**config.mk**
```make
export PLATFORM = sky130hd
export DESIGN_NAME = smie_top
export DESIGN_NICKNAME = d
export VERILOG_FILES = /design/src/shared/smie_pkg.sv /design/src/shared/smie_mem_if.sv /design/src/verilog/smie_top.sv /design/src/verilog/smie_mem.sv
export SDC_FILE = /design/constraint.sdc
export NUM_CORES = 2
export LEC_CHECK = 0
export BUFFER_PORTS_ARGS = -buffer_cell sky130_fd_sc_hd__buf_2
export CAP_MARGIN = 0
export CORE_MARGIN = 2
export CORE_UTILIZATION = 38
export DETAILED_ROUTE_END_ITERATION = 8
export REMOVE_ABC_BUFFERS = 1
export SLEW_MARGIN = 20
export SYNTH_ARGS = -nofsm -noshare
export SYNTH_HDL_FRONTEND = slang
export SYNTH_SLANG_ARGS = --single-unit
```
**constraint.sdc**
```tcl
create_clock -name clk_i -period 29.2 [get_ports clk_i]
set_clock_uncertainty 0.1 [all_clocks]
set_input_delay 2.92 -clock clk_i [delete_from_list [all_inputs] [get_ports clk_i]]
set_output_delay 2.92 -clock clk_i [all_outputs]
set_load 0.1 [all_outputs]
```
**src/shared/smie_pkg.sv**
```systemverilog
// constants and types of the shift, copy and indirect-load datapath
package smie_pkg;

	// ----------------------------------------------------------------
	// widths
	// ----------------------------------------------------------------
	localparam int DATA_W = 8;
	localparam int PTR_W = 16;
	localparam int FADDR_W = 7;
	localparam int MEM_AW = 8;
	localparam int MEM_DEPTH = 256;
	localparam int WB_AW = 8;

	// ----------------------------------------------------------------
	// register byte offsets
	// ----------------------------------------------------------------
	localparam logic [7:0] ADDR_CMD = 8'h00;
	localparam logic [7:0] ADDR_STATUS = 8'h04;
	localparam logic [7:0] ADDR_ACC = 8'h08;
	localparam logic [7:0] ADDR_PTR0 = 8'h0C;
	localparam logic [7:0] ADDR_PTR1 = 8'h10;
	localparam logic [7:0] ADDR_MADDR = 8'h14;
	localparam logic [7:0] ADDR_MDATA = 8'h18;

	// ----------------------------------------------------------------
	// command word fields
	// ----------------------------------------------------------------
	localparam int CMD_OP_LSB = 0;
	localparam int CMD_DEST_BIT = 2;
	localparam int CMD_PSEL_BIT = 3;
	localparam int CMD_REL_BIT = 4;
	localparam int CMD_MM_LSB = 5;
	localparam int CMD_OFF_LSB = 7;
	localparam int CMD_FADDR_LSB = 16;

	// status word fields
	localparam int ST_BUSY_BIT = 0;
	localparam int ST_CARRY_BIT = 1;
	localparam int ST_ZERO_BIT = 2;

	// ----------------------------------------------------------------
	// operations, update selector, alias addresses
	// ----------------------------------------------------------------
	localparam logic [1:0] OP_NONE = 2'h0;
	localparam logic [1:0] OP_SHIFT_RIGHT = 2'h1;
	localparam logic [1:0] OP_COPY = 2'h2;
	localparam logic [1:0] OP_INDIRECT = 2'h3;
	localparam logic [1:0] MM_PRE_INC = 2'h0;
	localparam logic [1:0] MM_PRE_DEC = 2'h1;
	localparam logic [1:0] MM_POST_INC = 2'h2;
	localparam logic [1:0] MM_POST_DEC = 2'h3;
	localparam logic [6:0] ALIAS0_FADDR = 7'h00;
	localparam logic [6:0] ALIAS1_FADDR = 7'h01;

	// ----------------------------------------------------------------
	// reset values
	// ----------------------------------------------------------------
	localparam logic [7:0] ACC_RST = 8'h00;
	localparam logic [15:0] PTR_RST = 16'h0000;
	localparam logic [31:0] CMD_RST = 32'h0000_0000;

	typedef enum logic [2:0] {
		ST_IDLE = 3'b001,
		ST_FETCH = 3'b010,
		ST_EXEC = 3'b100
	} smie_state_e;

endpackage : smie_pkg

```
**src/shared/smie_mem_if.sv**
```systemverilog
// memory port carried between the datapath and its data store
`timescale 1ns/1ps
`default_nettype none
interface smie_mem_if;
	logic [7:0] addr;
	logic [7:0] wdata;
	logic we;
	logic [7:0] rdata;
	modport ctrl (output addr, output wdata, output we, input rdata);
	modport store (input addr, input wdata, input we, output rdata);
endinterface : smie_mem_if
`default_nettype wire

```
**src/verilog/smie_top.sv**
```systemverilog
// datapath for right shift, copy and indirect load, with wishbone slave
//
// The implementer's own choices: the register addresses and the Wishbone interface to the registers.
`timescale 1ns/1ps
`default_nettype none
module smie_top
	import smie_pkg::*;
(
	input wire logic clk_i, // core clock
	input wire logic rst_i, // synchronous reset
	input wire logic cyc_i, // wishbone cycle
	input wire logic stb_i, // wishbone strobe
	input wire logic we_i, // wishbone write
	input wire logic [7:0] adr_i, // wishbone byte address
	input wire logic [3:0] sel_i, // wishbone byte enables
	input wire logic [31:0] dat_i, // wishbone write data
	output logic [31:0] dat_o, // wishbone read data
	output logic ack_o, // wishbone acknowledge
	output logic busy_o, // high for the one execute cycle of an instruction
	output logic carry_o, // carry flag
	output logic zero_o // zero flag
);

	// ----------------------------------------------------------------
	// declarations
	// ----------------------------------------------------------------
	smie_state_e state;
	smie_mem_if mem_port ();

	logic pend;
	logic bus_req;
	logic wr_ack;
	logic [31:0] cmd;
	logic [7:0] acc;
	logic [15:0] ptr0;
	logic [15:0] ptr1;
	logic [7:0] maddr;
	logic carry;
	logic zero;

	logic [1:0] cmd_op;
	logic cmd_dest;
	logic cmd_psel;
	logic cmd_rel;
	logic [1:0] cmd_mm;
	logic [5:0] cmd_off;
	logic [6:0] cmd_faddr;

	logic [15:0] sel_ptr;
	logic [15:0] off_ext;
	logic [15:0] ptr_inc;
	logic [15:0] ptr_dec;
	logic [15:0] ind_ea;
	logic [15:0] next_ptr;
	logic is_alias;
	logic alias_psel;
	logic [15:0] ea;
	logic [7:0] rd_val;
	logic [7:0] result;
	logic result_zero;
	logic exec_wr_file;
	logic exec_wr_acc;
	logic start;
	logic [31:0] rd_mux;
	logic [31:0] ptr0_wr;
	logic [31:0] ptr1_wr;

	// ----------------------------------------------------------------
	// byte-lane merge for register writes
	// ----------------------------------------------------------------
	function automatic logic [31:0] merge(
		input logic [31:0] cur,
		input logic [31:0] wr,
		input logic [3:0] sel
	);
		logic [31:0] mask;
		mask = {{8{sel[3]}}, {8{sel[2]}}, {8{sel[1]}}, {8{sel[0]}}};
		merge = (cur & ~mask) | (wr & mask);
	endfunction : merge

	// ----------------------------------------------------------------
	// bus handshake
	// ----------------------------------------------------------------
	assign bus_req = cyc_i && stb_i;
	assign wr_ack = bus_req && we_i && ack_o;

	// one pending cycle lets the store's registered read settle
	always_ff @(posedge clk_i) begin
		if (rst_i) begin
			pend <= 1'b0;
		end else if (ack_o || !bus_req) begin
			pend <= 1'b0;
		end else if (!pend) begin
			pend <= 1'b1;
		end
	end

	always_ff @(posedge clk_i) begin
		if (rst_i) begin
			ack_o <= 1'b0;
		end else begin
			ack_o <= pend && bus_req && !ack_o;
		end
	end

	always_comb begin
		rd_mux = 32'h0000_0000;
		case (adr_i)
			ADDR_CMD: rd_mux = cmd;
			ADDR_STATUS: begin
				rd_mux[ST_BUSY_BIT] = (state != ST_IDLE);
				rd_mux[ST_CARRY_BIT] = carry;
				rd_mux[ST_ZERO_BIT] = zero;
			end
			ADDR_ACC: rd_mux[7:0] = acc;
			ADDR_PTR0: rd_mux[15:0] = ptr0;
			ADDR_PTR1: rd_mux[15:0] = ptr1;
			ADDR_MADDR: rd_mux[7:0] = maddr;
			ADDR_MDATA: rd_mux[7:0] = mem_port.rdata;
			default: rd_mux = 32'h0000_0000;
		endcase
	end

	always_ff @(posedge clk_i) begin
		if (rst_i) begin
			dat_o <= 32'h0000_0000;
		end else if (pend && bus_req && !we_i) begin
			dat_o <= rd_mux;
		end
	end

	// ----------------------------------------------------------------
	// command register and field split
	// ----------------------------------------------------------------
	assign start = wr_ack && (adr_i == ADDR_CMD) && (state == ST_IDLE);

	// a command written while busy is dropped
	always_ff @(posedge clk_i) begin
		if (rst_i) begin
			cmd <= CMD_RST;
		end else if (start) begin
			cmd <= merge(cmd, dat_i, sel_i);
		end
	end

	assign cmd_op = cmd[CMD_OP_LSB +: 2];
	assign cmd_dest = cmd[CMD_DEST_BIT];
	assign cmd_psel = cmd[CMD_PSEL_BIT];
	assign cmd_rel = cmd[CMD_REL_BIT];
	assign cmd_mm = cmd[CMD_MM_LSB +: 2];
	assign cmd_off = cmd[CMD_OFF_LSB +: 6];
	assign cmd_faddr = cmd[CMD_FADDR_LSB +: 7];

	always_ff @(posedge clk_i) begin
		if (rst_i) begin
			maddr <= 8'h00;
		end else if (wr_ack && (adr_i == ADDR_MADDR) && sel_i[0]) begin
			maddr <= dat_i[7:0];
		end
	end

	// ----------------------------------------------------------------
	// sequencer
	// ----------------------------------------------------------------
	always_ff @(posedge clk_i) begin
		if (rst_i) begin
			state <= ST_IDLE;
		end else begin
			case (state)
				ST_IDLE: begin
					if (start && (merge(cmd, dat_i, sel_i) != CMD_RST) &&
						(merge(cmd, dat_i, sel_i) & 32'h0000_0003) != 32'h0) begin
						state <= ST_FETCH;
					end
				end
				ST_FETCH: state <= ST_EXEC;
				ST_EXEC: state <= ST_IDLE;
				default: state <= ST_IDLE;
			endcase
		end
	end

	// ----------------------------------------------------------------
	// address generation
	// ----------------------------------------------------------------
	assign sel_ptr = cmd_psel ? ptr1 : ptr0;
	assign off_ext = {{10{cmd_off[5]}}, cmd_off};
	assign ptr_inc = sel_ptr + 16'h0001;
	assign ptr_dec = sel_ptr - 16'h0001;

	always_comb begin
		ind_ea = sel_ptr;
		next_ptr = sel_ptr;
		if (cmd_rel) begin
			ind_ea = sel_ptr + off_ext;
		end else begin
			case (cmd_mm)
				MM_PRE_INC: ind_ea = ptr_inc;
				MM_PRE_DEC: ind_ea = ptr_dec;
				MM_POST_INC: ind_ea = sel_ptr;
				MM_POST_DEC: ind_ea = sel_ptr;
				default: ind_ea = sel_ptr;
			endcase
			next_ptr = cmd_mm[0] ? ptr_dec : ptr_inc;
		end
	end

	// alias file addresses hold no storage of their own
	assign is_alias = (cmd_faddr == ALIAS0_FADDR) ||
		(cmd_faddr == ALIAS1_FADDR);
	assign alias_psel = (cmd_faddr == ALIAS1_FADDR);

	always_comb begin
		if (cmd_op == OP_INDIRECT) begin
			ea = ind_ea;
		end else if (is_alias) begin
			ea = alias_psel ? ptr1 : ptr0;
		end else begin
			ea = {9'h000, cmd_faddr};
		end
	end

	// ----------------------------------------------------------------
	// result path
	// ----------------------------------------------------------------
	assign rd_val = mem_port.rdata;

	always_comb begin
		case (cmd_op)
			OP_SHIFT_RIGHT: result = {1'b0, rd_val[7:1]};
			OP_COPY: result = rd_val;
			OP_INDIRECT: result = rd_val;
			default: result = rd_val;
		endcase
	end

	assign result_zero = (result == 8'h00);
	assign exec_wr_file = (state == ST_EXEC) && cmd_dest &&
		(cmd_op == OP_SHIFT_RIGHT || cmd_op == OP_COPY);
	assign exec_wr_acc = (state == ST_EXEC) && (cmd_op != OP_NONE) &&
		((cmd_op == OP_INDIRECT) || !cmd_dest);

	// ----------------------------------------------------------------
	// store port: sequencer owns it while busy
	// ----------------------------------------------------------------
	always_comb begin
		if (state != ST_IDLE) begin
			mem_port.addr = ea[7:0];
			mem_port.wdata = result;
			mem_port.we = exec_wr_file;
		end else begin
			mem_port.addr = maddr;
			mem_port.wdata = dat_i[7:0];
			mem_port.we = wr_ack && (adr_i == ADDR_MDATA) && sel_i[0];
		end
	end

	smie_mem i_smie_mem (
		.clk_i(clk_i),
		.port_i(mem_port.store)
	);

	// ----------------------------------------------------------------
	// accumulator
	// ----------------------------------------------------------------
	always_ff @(posedge clk_i) begin
		if (rst_i) begin
			acc <= ACC_RST;
		end else if (exec_wr_acc) begin
			acc <= result;
		end else if (wr_ack && (adr_i == ADDR_ACC) && sel_i[0]) begin
			acc <= dat_i[7:0];
		end
	end

	// ----------------------------------------------------------------
	// pointers
	// ----------------------------------------------------------------
	// software write, merged per byte lane
	assign ptr0_wr = merge({16'h0000, ptr0}, dat_i, sel_i);
	assign ptr1_wr = merge({16'h0000, ptr1}, dat_i, sel_i);

	always_ff @(posedge clk_i) begin
		if (rst_i) begin
			ptr0 <= PTR_RST;
		end else if ((state == ST_EXEC) && (cmd_op == OP_INDIRECT) &&
			!cmd_rel && !cmd_psel) begin
			ptr0 <= next_ptr;
		end else if (wr_ack && (adr_i == ADDR_PTR0)) begin
			ptr0 <= ptr0_wr[15:0];
		end
	end

	always_ff @(posedge clk_i) begin
		if (rst_i) begin
			ptr1 <= PTR_RST;
		end else if ((state == ST_EXEC) && (cmd_op == OP_INDIRECT) &&
			!cmd_rel && cmd_psel) begin
			ptr1 <= next_ptr;
		end else if (wr_ack && (adr_i == ADDR_PTR1)) begin
			ptr1 <= ptr1_wr[15:0];
		end
	end

	// ----------------------------------------------------------------
	// status flags
	// ----------------------------------------------------------------
	// carry moves only on the shift or a status write; pointer moves never touch carry, but the indirect load sets zero
	always_ff @(posedge clk_i) begin
		if (rst_i) begin
			carry <= 1'b0;
		end else if ((state == ST_EXEC) && (cmd_op == OP_SHIFT_RIGHT)) begin
			carry <= rd_val[0];
		end else if (wr_ack && (adr_i == ADDR_STATUS) && sel_i[0]) begin
			carry <= dat_i[ST_CARRY_BIT];
		end
	end

	always_ff @(posedge clk_i) begin
		if (rst_i) begin
			zero <= 1'b0;
		end else if ((state == ST_EXEC) && (cmd_op != OP_NONE)) begin
			zero <= result_zero;
		end else if (wr_ack && (adr_i == ADDR_STATUS) && sel_i[0]) begin
			zero <= dat_i[ST_ZERO_BIT];
		end
	end

	// ----------------------------------------------------------------
	// outputs
	// ----------------------------------------------------------------
	always_ff @(posedge clk_i) begin
		if (rst_i) begin
			busy_o <= 1'b0;
		end else begin
			busy_o <= (state == ST_FETCH);
		end
	end

	assign carry_o = carry;
	assign zero_o = zero;

endmodule : smie_top
`default_nettype wire

```
**src/verilog/smie_mem.sv**
```systemverilog
// data store with registered read
`timescale 1ns/1ps
`default_nettype none
module smie_mem
	import smie_pkg::*;
(
	input wire logic clk_i, // core clock
	smie_mem_if.store port_i // read and write port
);

	logic [7:0] cells [MEM_DEPTH];

	// ----------------------------------------------------------------
	// write and registered read
	// ----------------------------------------------------------------
	always_ff @(posedge clk_i) begin
		if (port_i.we) begin
			cells[port_i.addr] <= port_i.wdata;
		end
	end

	always_ff @(posedge clk_i) begin
		port_i.rdata <= cells[port_i.addr];
	end

endmodule : smie_mem
`default_nettype wire

```
# Word level (Yosys, flattened, before mapping)
# Memories as Yosys holds them, arrays and structs flattened. A register that Yosys moved wholly into a read port is not among the register bits.
# Index checks and enable logic that the tools add are counted.
# totals
ff_bits	120
ram_bits	2048
input_bits	49
out_inout_bits	36
word_cells	125
mem_count	1
# memory_table
memory	words	width	rd	rd_ports_with_merged_regs	wr	line_no	source
i_smie_mem.cells	256	8	1	1	1	smie_mem.sv:11	logic [7:0] cells [MEM_DEPTH];
# op_classes
addsub	3
eq_ne	18
n_mux	31
bitwise_logic	8
reduce_logical	52
# op_table
cell	n
two-way mux 16 bit	8
two-way mux 8 bit	9
AND 32 bit	2
nonzero test 32 bit	2
one-hot mux 8 bit (3 select lines)	2
AND 16 bit	2
inverter 32 bit	1
bitwise OR 16 bit	2
bitwise OR 32 bit	1
one-hot mux 5 bit (6 select lines)	1
logical AND 1 bit	29
equality test 8 x 5 -> 1 bit, second input constant	3
one-hot mux 3 bit (7 select lines)	1
adder 16 x 1 -> 16 bit, second input constant	1
equality test 8 x 4 -> 1 bit, second input constant	2
logical NOT 8 bit	2
subtractor 16 x 1 -> 16 bit, second input constant	1
nonzero test 2 bit	6
adder 8 bit	1
equality test 2 bit, second input constant	4
equality test 8 x 3 -> 1 bit, second input constant	1
two-way mux 1 bit	8
equality test 7 x 1 -> 1 bit, second input constant	1
logical NOT 7 bit	1
other kinds (12)	21

# Longest topological paths before layout
# logic_depth
ltp_word	9
ltp_mapped	20
mapped_depth_nobuf	14

# Cells and area by module
# A second synthesis with hierarchy kept.
# hier_totals
hier_cells	4491
area_unflattened_um2	85783.5
# by_module_without_submodules
module	n_inst	cells_per_inst	area_per_inst_um2	seq_area_each_um2
smie_mem	1	3547	78492.8	61659.1
smie_top	1	944	7290.7	2402.3

# Worst setup path after synthesis
# OpenSTA, ideal clock, no wires.
# synth_timing
kind	register to register
start	register cmd[1]
end	memory i_smie_mem.cells[0][7] (data pin)
setup_ns	2.187
arrival_ns	10.958
required_time_ns	26.913
slack_ns	15.956
path_stages_with_launch	6
n_path_buf	1
period_less_slack_ns	13.244
path_cell_list	dfxtp_1 > inv_1 > ha_1 > clkbuf_1 > nand2b_1 > o21ai_0
# synth_via
elab_chain_cells	3
# synth_lines
item	line_no	source
start: declaration	smie_top.sv:33	logic [31:0] cmd;
start signal: assignment	smie_top.sv:142	cmd <= merge(cmd, dat_i, sel_i);
equality test 2 x 1 -> 1 bit	smie_top.sv:229	case (cmd_op)
two-way mux 8 bit	smie_top.sv:229	
two-way mux 8 bit	smie_top.sv:247	if (state != ST_IDLE) begin
via i_smie_mem.port_i.wdata[7]	smie_mem_if.sv:10	modport store (input addr, input wdata, input we, output rdata);
end: declaration	smie_mem.sv:11	
# The timed path passes the listed nets, and every way through them passes these cells.

# Worst setup path in the final report
# layout_timing
start	register cmd[3]
end	register i_smie_mem.port_i.rdata[2] (read register of i_smie_mem.cells)
# layout_via
elab_chain_cells	6
word_cells_on_any_way	8
classes_between	add/sub (3); mux (5)
# layout_lines
item	line_no	source
two-way mux 16 bit (*)	smie_top.sv:186	assign sel_ptr = cmd_psel ? ptr1 : ptr0;
subtractor 16 x 1 -> 16 bit / adder 16 x 1 -> 16 bit (equally long branches)	smie_top.sv:189, smie_top.sv:188	
one-hot mux 8 bit (3 select lines)	smie_top.sv:197	case (cmd_mm)
two-way mux 8 bit (*)	smie_top.sv:194	if (cmd_rel) begin
two-way mux 8 bit (*)	smie_top.sv:214	if (cmd_op == OP_INDIRECT) begin
two-way mux 8 bit (*)	smie_top.sv:247	
end: declaration	smie_mem_if.sv:10	
# Every way passes the cells marked *; elsewhere a longest branch is shown, timed or not.
# A chain may end at the register's enable or synchronous reset.

==> impl_summary.md <==
Cells and area
The area of combinational cells with multiple inputs is 0.02329 mm². The layout net count is 7387. The combined flip-flop and latch cell area is 0.06406 mm². The filler-free cell count of the finished design is 10662. The area growth from synthesis to layout is 11.37%. The layout has 21521 filler cells. The layout cell share with drive strength beyond 1 is 0.07660.

Route
Summed over all nets, wire length on met2 after detailed routing comes to 125800 µm. For this block, the initial DRC count from the detailed router was 8782. After detailed routing, the number of vias per cell comes to 5.779. The count of nets left with antenna violations once routing finished came out at 0. The wire length after detailed routing is 277900 µm.

The met1 layer wirelength in the final routing is 111700 µm. In the final routed layout, each cell accounts on average for 26.06 µm. Detailed routing inserted a total of 61616 vias. The routed design uses 28800 µm of met3 wire. The number of design rule violations left after detail routing is 0.

The top routing layer in use is met5. For this run, the detailed router's first-pass iteration total came to 8.

Floorplanning
In this run the standard cell core region covers 0.2350 mm². For this design the top-level I/O count stands at 85. The initial standard-cell utilization of the core is 0.3818. The floorplan die height is 489.9 µm. The initialized floorplan defines 178 standard-cell rows.

The floorplan step defined a die boundary enclosing 0.2400 mm². The overall die width is 489.9 µm.

Global routing
The wire length of the first global-routing pass is 404200 µm. The pin count of the biggest net entering global routing is 176. The via count of the first global-routing pass was 58669.

Across every metal layer, demand over resource in global routing totals 0.2271. The number of antenna violations at the first check in global routing was 11. For this run the aggregate overflow at the end of global routing stands at 0.

Placement
Input and output buffers added on the ports amount to 84. The placer congestion estimate is 0.8970. The HPWL after detailed placement is 160600 µm. The pre-CTS setup slack is 21.30 ns. Counting tap cells, the placed design contains a total of 10263 instances.

Yosys
The number of flops mapped to enable cells by yosys is 2048. After synthesis the netlist holds a flip-flop and latch count of 2176. The most used flip-flop cell after synthesis is sky130_fd_sc_hd__edfxtp_1.

The synthesized-area fraction occupied by adder cells is 0.001897. In the synthesized netlist the async set-or-reset flop fraction comes to 0. The synthesized cell area is 0.08970 mm². The post-synthesis compound-gate area fraction is 0.06186. Of the total synthesized cell area, the portion taken by AND, OR, NAND and NOR gates is 0.1855. By area, the combinational part of the netlist is dominated by simple AND/OR/NAND/NOR gates. The count of yosys warnings during synthesis is 0.

The portion of netlist area occupied by mux cells is 0.005259. The portion of the post-synthesis area used by sequential elements is 0.7142. The synthesized instance count is 7432. The synthesized area per cell is 12.07 µm².

Counting distinct cell types in the post-synthesis netlist gives 83. Of the total synthesized cell area, the portion taken by XOR and XNOR cells is 0.002246.

Setup path
The setup slack of the most critical reg-to-reg path is 21.28 ns. For this design, the slowest cell found on the critical path is sky130_fd_sc_hd__buf_4. The type of origin of the critical path is a flip-flop. The cell type with the highest occurrence count on the critical path is sky130_fd_sc_hd__buf_4. The worst register-to-register path begins at cmd[3]$_SDFFE_PP0P_. The critical path goes through buf_4 -> mux2_2 -> ha_1 -> fa_1 -> nand2_1 -> nand3_1 -> o32ai_4 -> buf_4 -> buf_4 -> buf_4 -> nand2_1 -> and3_1 -> a311oi_1 -> a311oi_1 -> o21ai_0 -> a211oi_1 -> a311oi_1 -> a211o_1. STA puts the critical path data arrival time at 8.65 ns. The maximum single-stage delay on the critical path is 0.79 ns. The critical path class is reg2reg. The data required time of the critical path is 29.93 ns. The critical path capture point type is a flip-flop.

The cell depth of the worst flop-to-flop path is 18. Of all nets on the critical path, the largest fanout is 78. Counting both buffers and inverters, the worst setup path holds a total of 4. In this run the critical register-to-register path is captured at i_smie_mem.port_i.rdata[2]$_DFF_P_.

The cell family contributing the most delay on the critical path is compound AO/OA/AOI/OAI gates.

Clocking
The clock passes through at most 3 buffers. CTS saw 2176 sinks. Buffers inserted to repair hold after CTS numbered 0. TritonCTS created 210 clock buffers. The CTS tree is built. The deepest level of the CTS H-tree is 4. The count of instances resized after the clock tree is built is 0. The clock latency of the later-clocked register in the worst-skew pair is 0.89 ns. The post-CTS setup buffer count is 0. The tree is rooted in a sky130_fd_sc_hd__clkbuf_16. After clock tree synthesis, the clock-pin slew on the worst setup and hold paths is 0.06 ns.

Min path
The tightest min-delay check is of the reg2reg type. The startpoint identified for the worst hold timing path is dat_o[16]$_SDFFE_PP0P_. Along the worst hold path, the cell count comes to 2. The worst min-delay path endpoint is dat_o[16]$_SDFFE_PP0P_.

Power
The switching share of power is 0.2030. The total power density per cell area is 62.39 mW/mm². The switching power is 1.266 mW. The design draws 6.233 mW. The worst-case IR drop observed on VDD is 0.06693 mV. The combinational power share is 0.013. For this design the static power due to leakage is 33.18 nW. The share of power burned in the clock network is 0.440. The internal portion of the total power is 4.967 mW. The sequential cell fraction of total power is 0.547.

STA
The routed design could run at a clock period as short as 7.918 ns. Adding up every negative setup slack in the final design gives 0 ns. Setup slack on the critical path of the routed design comes to 21.28 ns. The worst slew margin relative to its limit is 0.1929. Setup violations remaining at the end of the flow were counted as 0.

The max-slew violation total from the final report is 0. The count of final hold-check violations is 0. Static timing analysis puts the maximum clock frequency at 126.3 MHz. Of the available clock period, the critical path in the final layout requires 0.2711. Setup repair after global routing left no endpoint under its margin.

The transition time at the pin with the least slew margin is 1.208 ns.

Flow run
Across the run, the number of max-cap violations was 0.

Outcome
The flow ran to the end, and the final reports show no timing, DRC or antenna violations.
[cell type report]
class                           count  share of cell area
Multi-Input combinational cell   4702              0.2331
Antenna cell                        5           0.0001252
Timing Repair Buffer              219             0.01653
Sequential cell                  2176              0.6413
Clock inverter                    127             0.01333
Tap cell                         3150             0.03945
Inverter                           16           0.0006012
Clock buffer                      267             0.05555
[power groups by stage]
| stage | clock network, mW | logic [mW] | registers [mW] |
|---|---|---|---|
| 3_3_place_gp | 0 | 0.0811 | 3.48 |
| 5_1_grt | 2.89 | 0.0855 | 3.41 |
| 3_5_place_dp | 0 | 0.0820 | 3.48 |
| 4_1_cts | 2.77 | 0.0819 | 3.41 |
| 6_report | 2.74 | 0.0821 | 3.41 |
| 2_1_floorplan | 0 | 0.0236 | 3.50 |
[sequential cells by signal, indices dropped and copies added, names as in the netlist, 3 cells and up, named ones only]
name,cells
i_smie_mem.cells,2048
cmd,32
dat_o,32
acc,8
i_smie_mem.port_i.rdata,8
maddr,8
state,3
[synthesized netlist by cell type, types with 5 or more instances]
master | instances | area, µm²
sky130_fd_sc_hd__buf_4 | 41 | 307.8
sky130_fd_sc_hd__buf_2 | 270 | 1351
sky130_fd_sc_hd__nand4_1 | 16 | 100.1
sky130_fd_sc_hd__buf_1 | 37 | 138.9
sky130_fd_sc_hd__xnor2_1 | 16 | 140.1
sky130_fd_sc_hd__nor3_1 | 47 | 235.2
sky130_fd_sc_hd__nand3_1 | 994 | 4975
sky130_fd_sc_hd__o21a_1 | 5 | 37.54
sky130_fd_sc_hd__a222oi_1 | 13 | 130.1
sky130_fd_sc_hd__nor3b_1 | 6 | 45.04
sky130_fd_sc_hd__a211o_1 | 5 | 43.79
sky130_fd_sc_hd__a31oi_1 | 54 | 337.8
sky130_fd_sc_hd__o31ai_1 | 13 | 97.59
sky130_fd_sc_hd__a211oi_1 | 41 | 307.8
sky130_fd_sc_hd__a311oi_1 | 322 | 2820
sky130_fd_sc_hd__or3_1 | 12 | 75.07
sky130_fd_sc_hd__mux2_2 | 5 | 56.30
sky130_fd_sc_hd__edfxtp_1 | 2048 | 61500
sky130_fd_sc_hd__o21ai_0 | 30 | 150.1
sky130_fd_sc_hd__a311o_1 | 9 | 90.09
sky130_fd_sc_hd__dfxtp_1 | 128 | 2562
sky130_fd_sc_hd__ha_1 | 12 | 150.1
sky130_fd_sc_hd__xor2_1 | 7 | 61.31
sky130_fd_sc_hd__o211ai_1 | 8 | 60.06
sky130_fd_sc_hd__and3_1 | 174 | 1089
sky130_fd_sc_hd__clkbuf_1 | 186 | 698.2
sky130_fd_sc_hd__nor4_1 | 16 | 100.1
sky130_fd_sc_hd__a22oi_1 | 20 | 150.1
sky130_fd_sc_hd__nand2_1 | 2192 | 8228
sky130_fd_sc_hd__nor2_1 | 390 | 1464
sky130_fd_sc_hd__inv_1 | 16 | 60.06
sky130_fd_sc_hd__o22ai_1 | 13 | 81.33
sky130_fd_sc_hd__or4_1 | 8 | 60.06
sky130_fd_sc_hd__and2_1 | 10 | 62.56
sky130_fd_sc_hd__a31o_2 | 7 | 61.31
sky130_fd_sc_hd__a21oi_1 | 135 | 675.7
sky130_fd_sc_hd__mux2i_1 | 37 | 370.4
[per-layer routing]
metal	global-route usage	vias up
met5	0	-
met4	0.08928	8
met3	0.05041	551
met2	0.3494	3358
met1	0.3129	30694
li1	-	27005
[cells in the final DEF, fill, tap and decap left out, types with 9 or more instances in the layout]
cell / n
sky130_fd_sc_hd__nand2_1: 2183
sky130_fd_sc_hd__mux2i_1: 37
sky130_fd_sc_hd__edfxtp_1: 2048
sky130_fd_sc_hd__a21oi_1: 127
sky130_fd_sc_hd__o21ai_0: 29
sky130_fd_sc_hd__ha_1: 12
sky130_fd_sc_hd__buf_2: 83
sky130_fd_sc_hd__inv_1: 16
sky130_fd_sc_hd__o31ai_1: 11
sky130_fd_sc_hd__xnor2_1: 16
sky130_fd_sc_hd__nor3_1: 46
sky130_fd_sc_hd__nand4_1: 16
sky130_fd_sc_hd__a311o_1: 9
sky130_fd_sc_hd__a222oi_1: 13
sky130_fd_sc_hd__or3_1: 12
sky130_fd_sc_hd__a22oi_1: 19
sky130_fd_sc_hd__buf_4: 120
sky130_fd_sc_hd__nor2_1: 389
sky130_fd_sc_hd__and2_1: 9
sky130_fd_sc_hd__clkinv_1: 48
sky130_fd_sc_hd__a31oi_1: 53
sky130_fd_sc_hd__dfxtp_1: 128
sky130_fd_sc_hd__and3_1: 174
sky130_fd_sc_hd__nand3_1: 994
sky130_fd_sc_hd__bufinv_16: 23
sky130_fd_sc_hd__nor4_1: 15
sky130_fd_sc_hd__clkinv_2: 34
sky130_fd_sc_hd__a311oi_1: 322
sky130_fd_sc_hd__buf_12: 14
sky130_fd_sc_hd__o22ai_1: 13
sky130_fd_sc_hd__a211oi_1: 41
sky130_fd_sc_hd__clkbuf_1: 49
sky130_fd_sc_hd__clkbuf_16: 210
[stage by stage]
stage          cell area, µm²  hold WS (ns)    util
2_1_floorplan           87160        0.3298       -
3_3_place_gp            92930        0.3365  0.3955
3_5_place_dp            93000        0.3422  0.3958
4_1_cts                 99880        0.3494  0.4251
5_1_grt                 99890        0.3760  0.4251
6_report                99900        0.3483  0.4252
[cells by family after synthesis]
| group | Yosys count |
|---|---|
| DFF | 2176 |
| AOI/OAI and AO/OA | 732 |
| buffers and inverters | 554 |
| adders and majority gates | 13 |
| muxes | 44 |
| xor gates and xnor gates | 23 |
| and+or+nand+nor | 3890 |
[how the worst max path moves through the flow]
stage / slack [ns] / start / cells after the start / endpoint
floorplan: -2.34 / cmd[3]$_SDFFE_PP0P_ / 9 / i_smie_mem.cells[130][0]$_DFFE_PP_
global placement: 21.37 / adr_i[7] / 9 / i_smie_mem.cells[18][2]$_DFFE_PP_
detailed placement: 21.30 / adr_i[7] / 9 / i_smie_mem.cells[71][3]$_DFFE_PP_
CTS: 21.34 / cmd[3]$_SDFFE_PP0P_ / 18 / i_smie_mem.port_i.rdata[2]$_DFF_P_
global route: 20.92 / cmd[3]$_SDFFE_PP0P_ / 18 / i_smie_mem.port_i.rdata[2]$_DFF_P_
finish: 21.28 / cmd[3]$_SDFFE_PP0P_ / 18 / i_smie_mem.port_i.rdata[2]$_DFF_P_
[worst reg2reg max path, delay by kind of cell, from the launching register on]
kind / cells / cell delay (ns)
buffers and inverters: 4 / 2.85
AO/OA/AOI/OAI: 7 / 2.81
adder cells (fa/ha/maj): 2 / 0.73
AND/OR/NAND/NOR: 4 / 0.59
multiplexers: 1 / 0.48
flip-flops: 1 / 0.32
No activity file was read; power rests on OpenSTA's default activity.
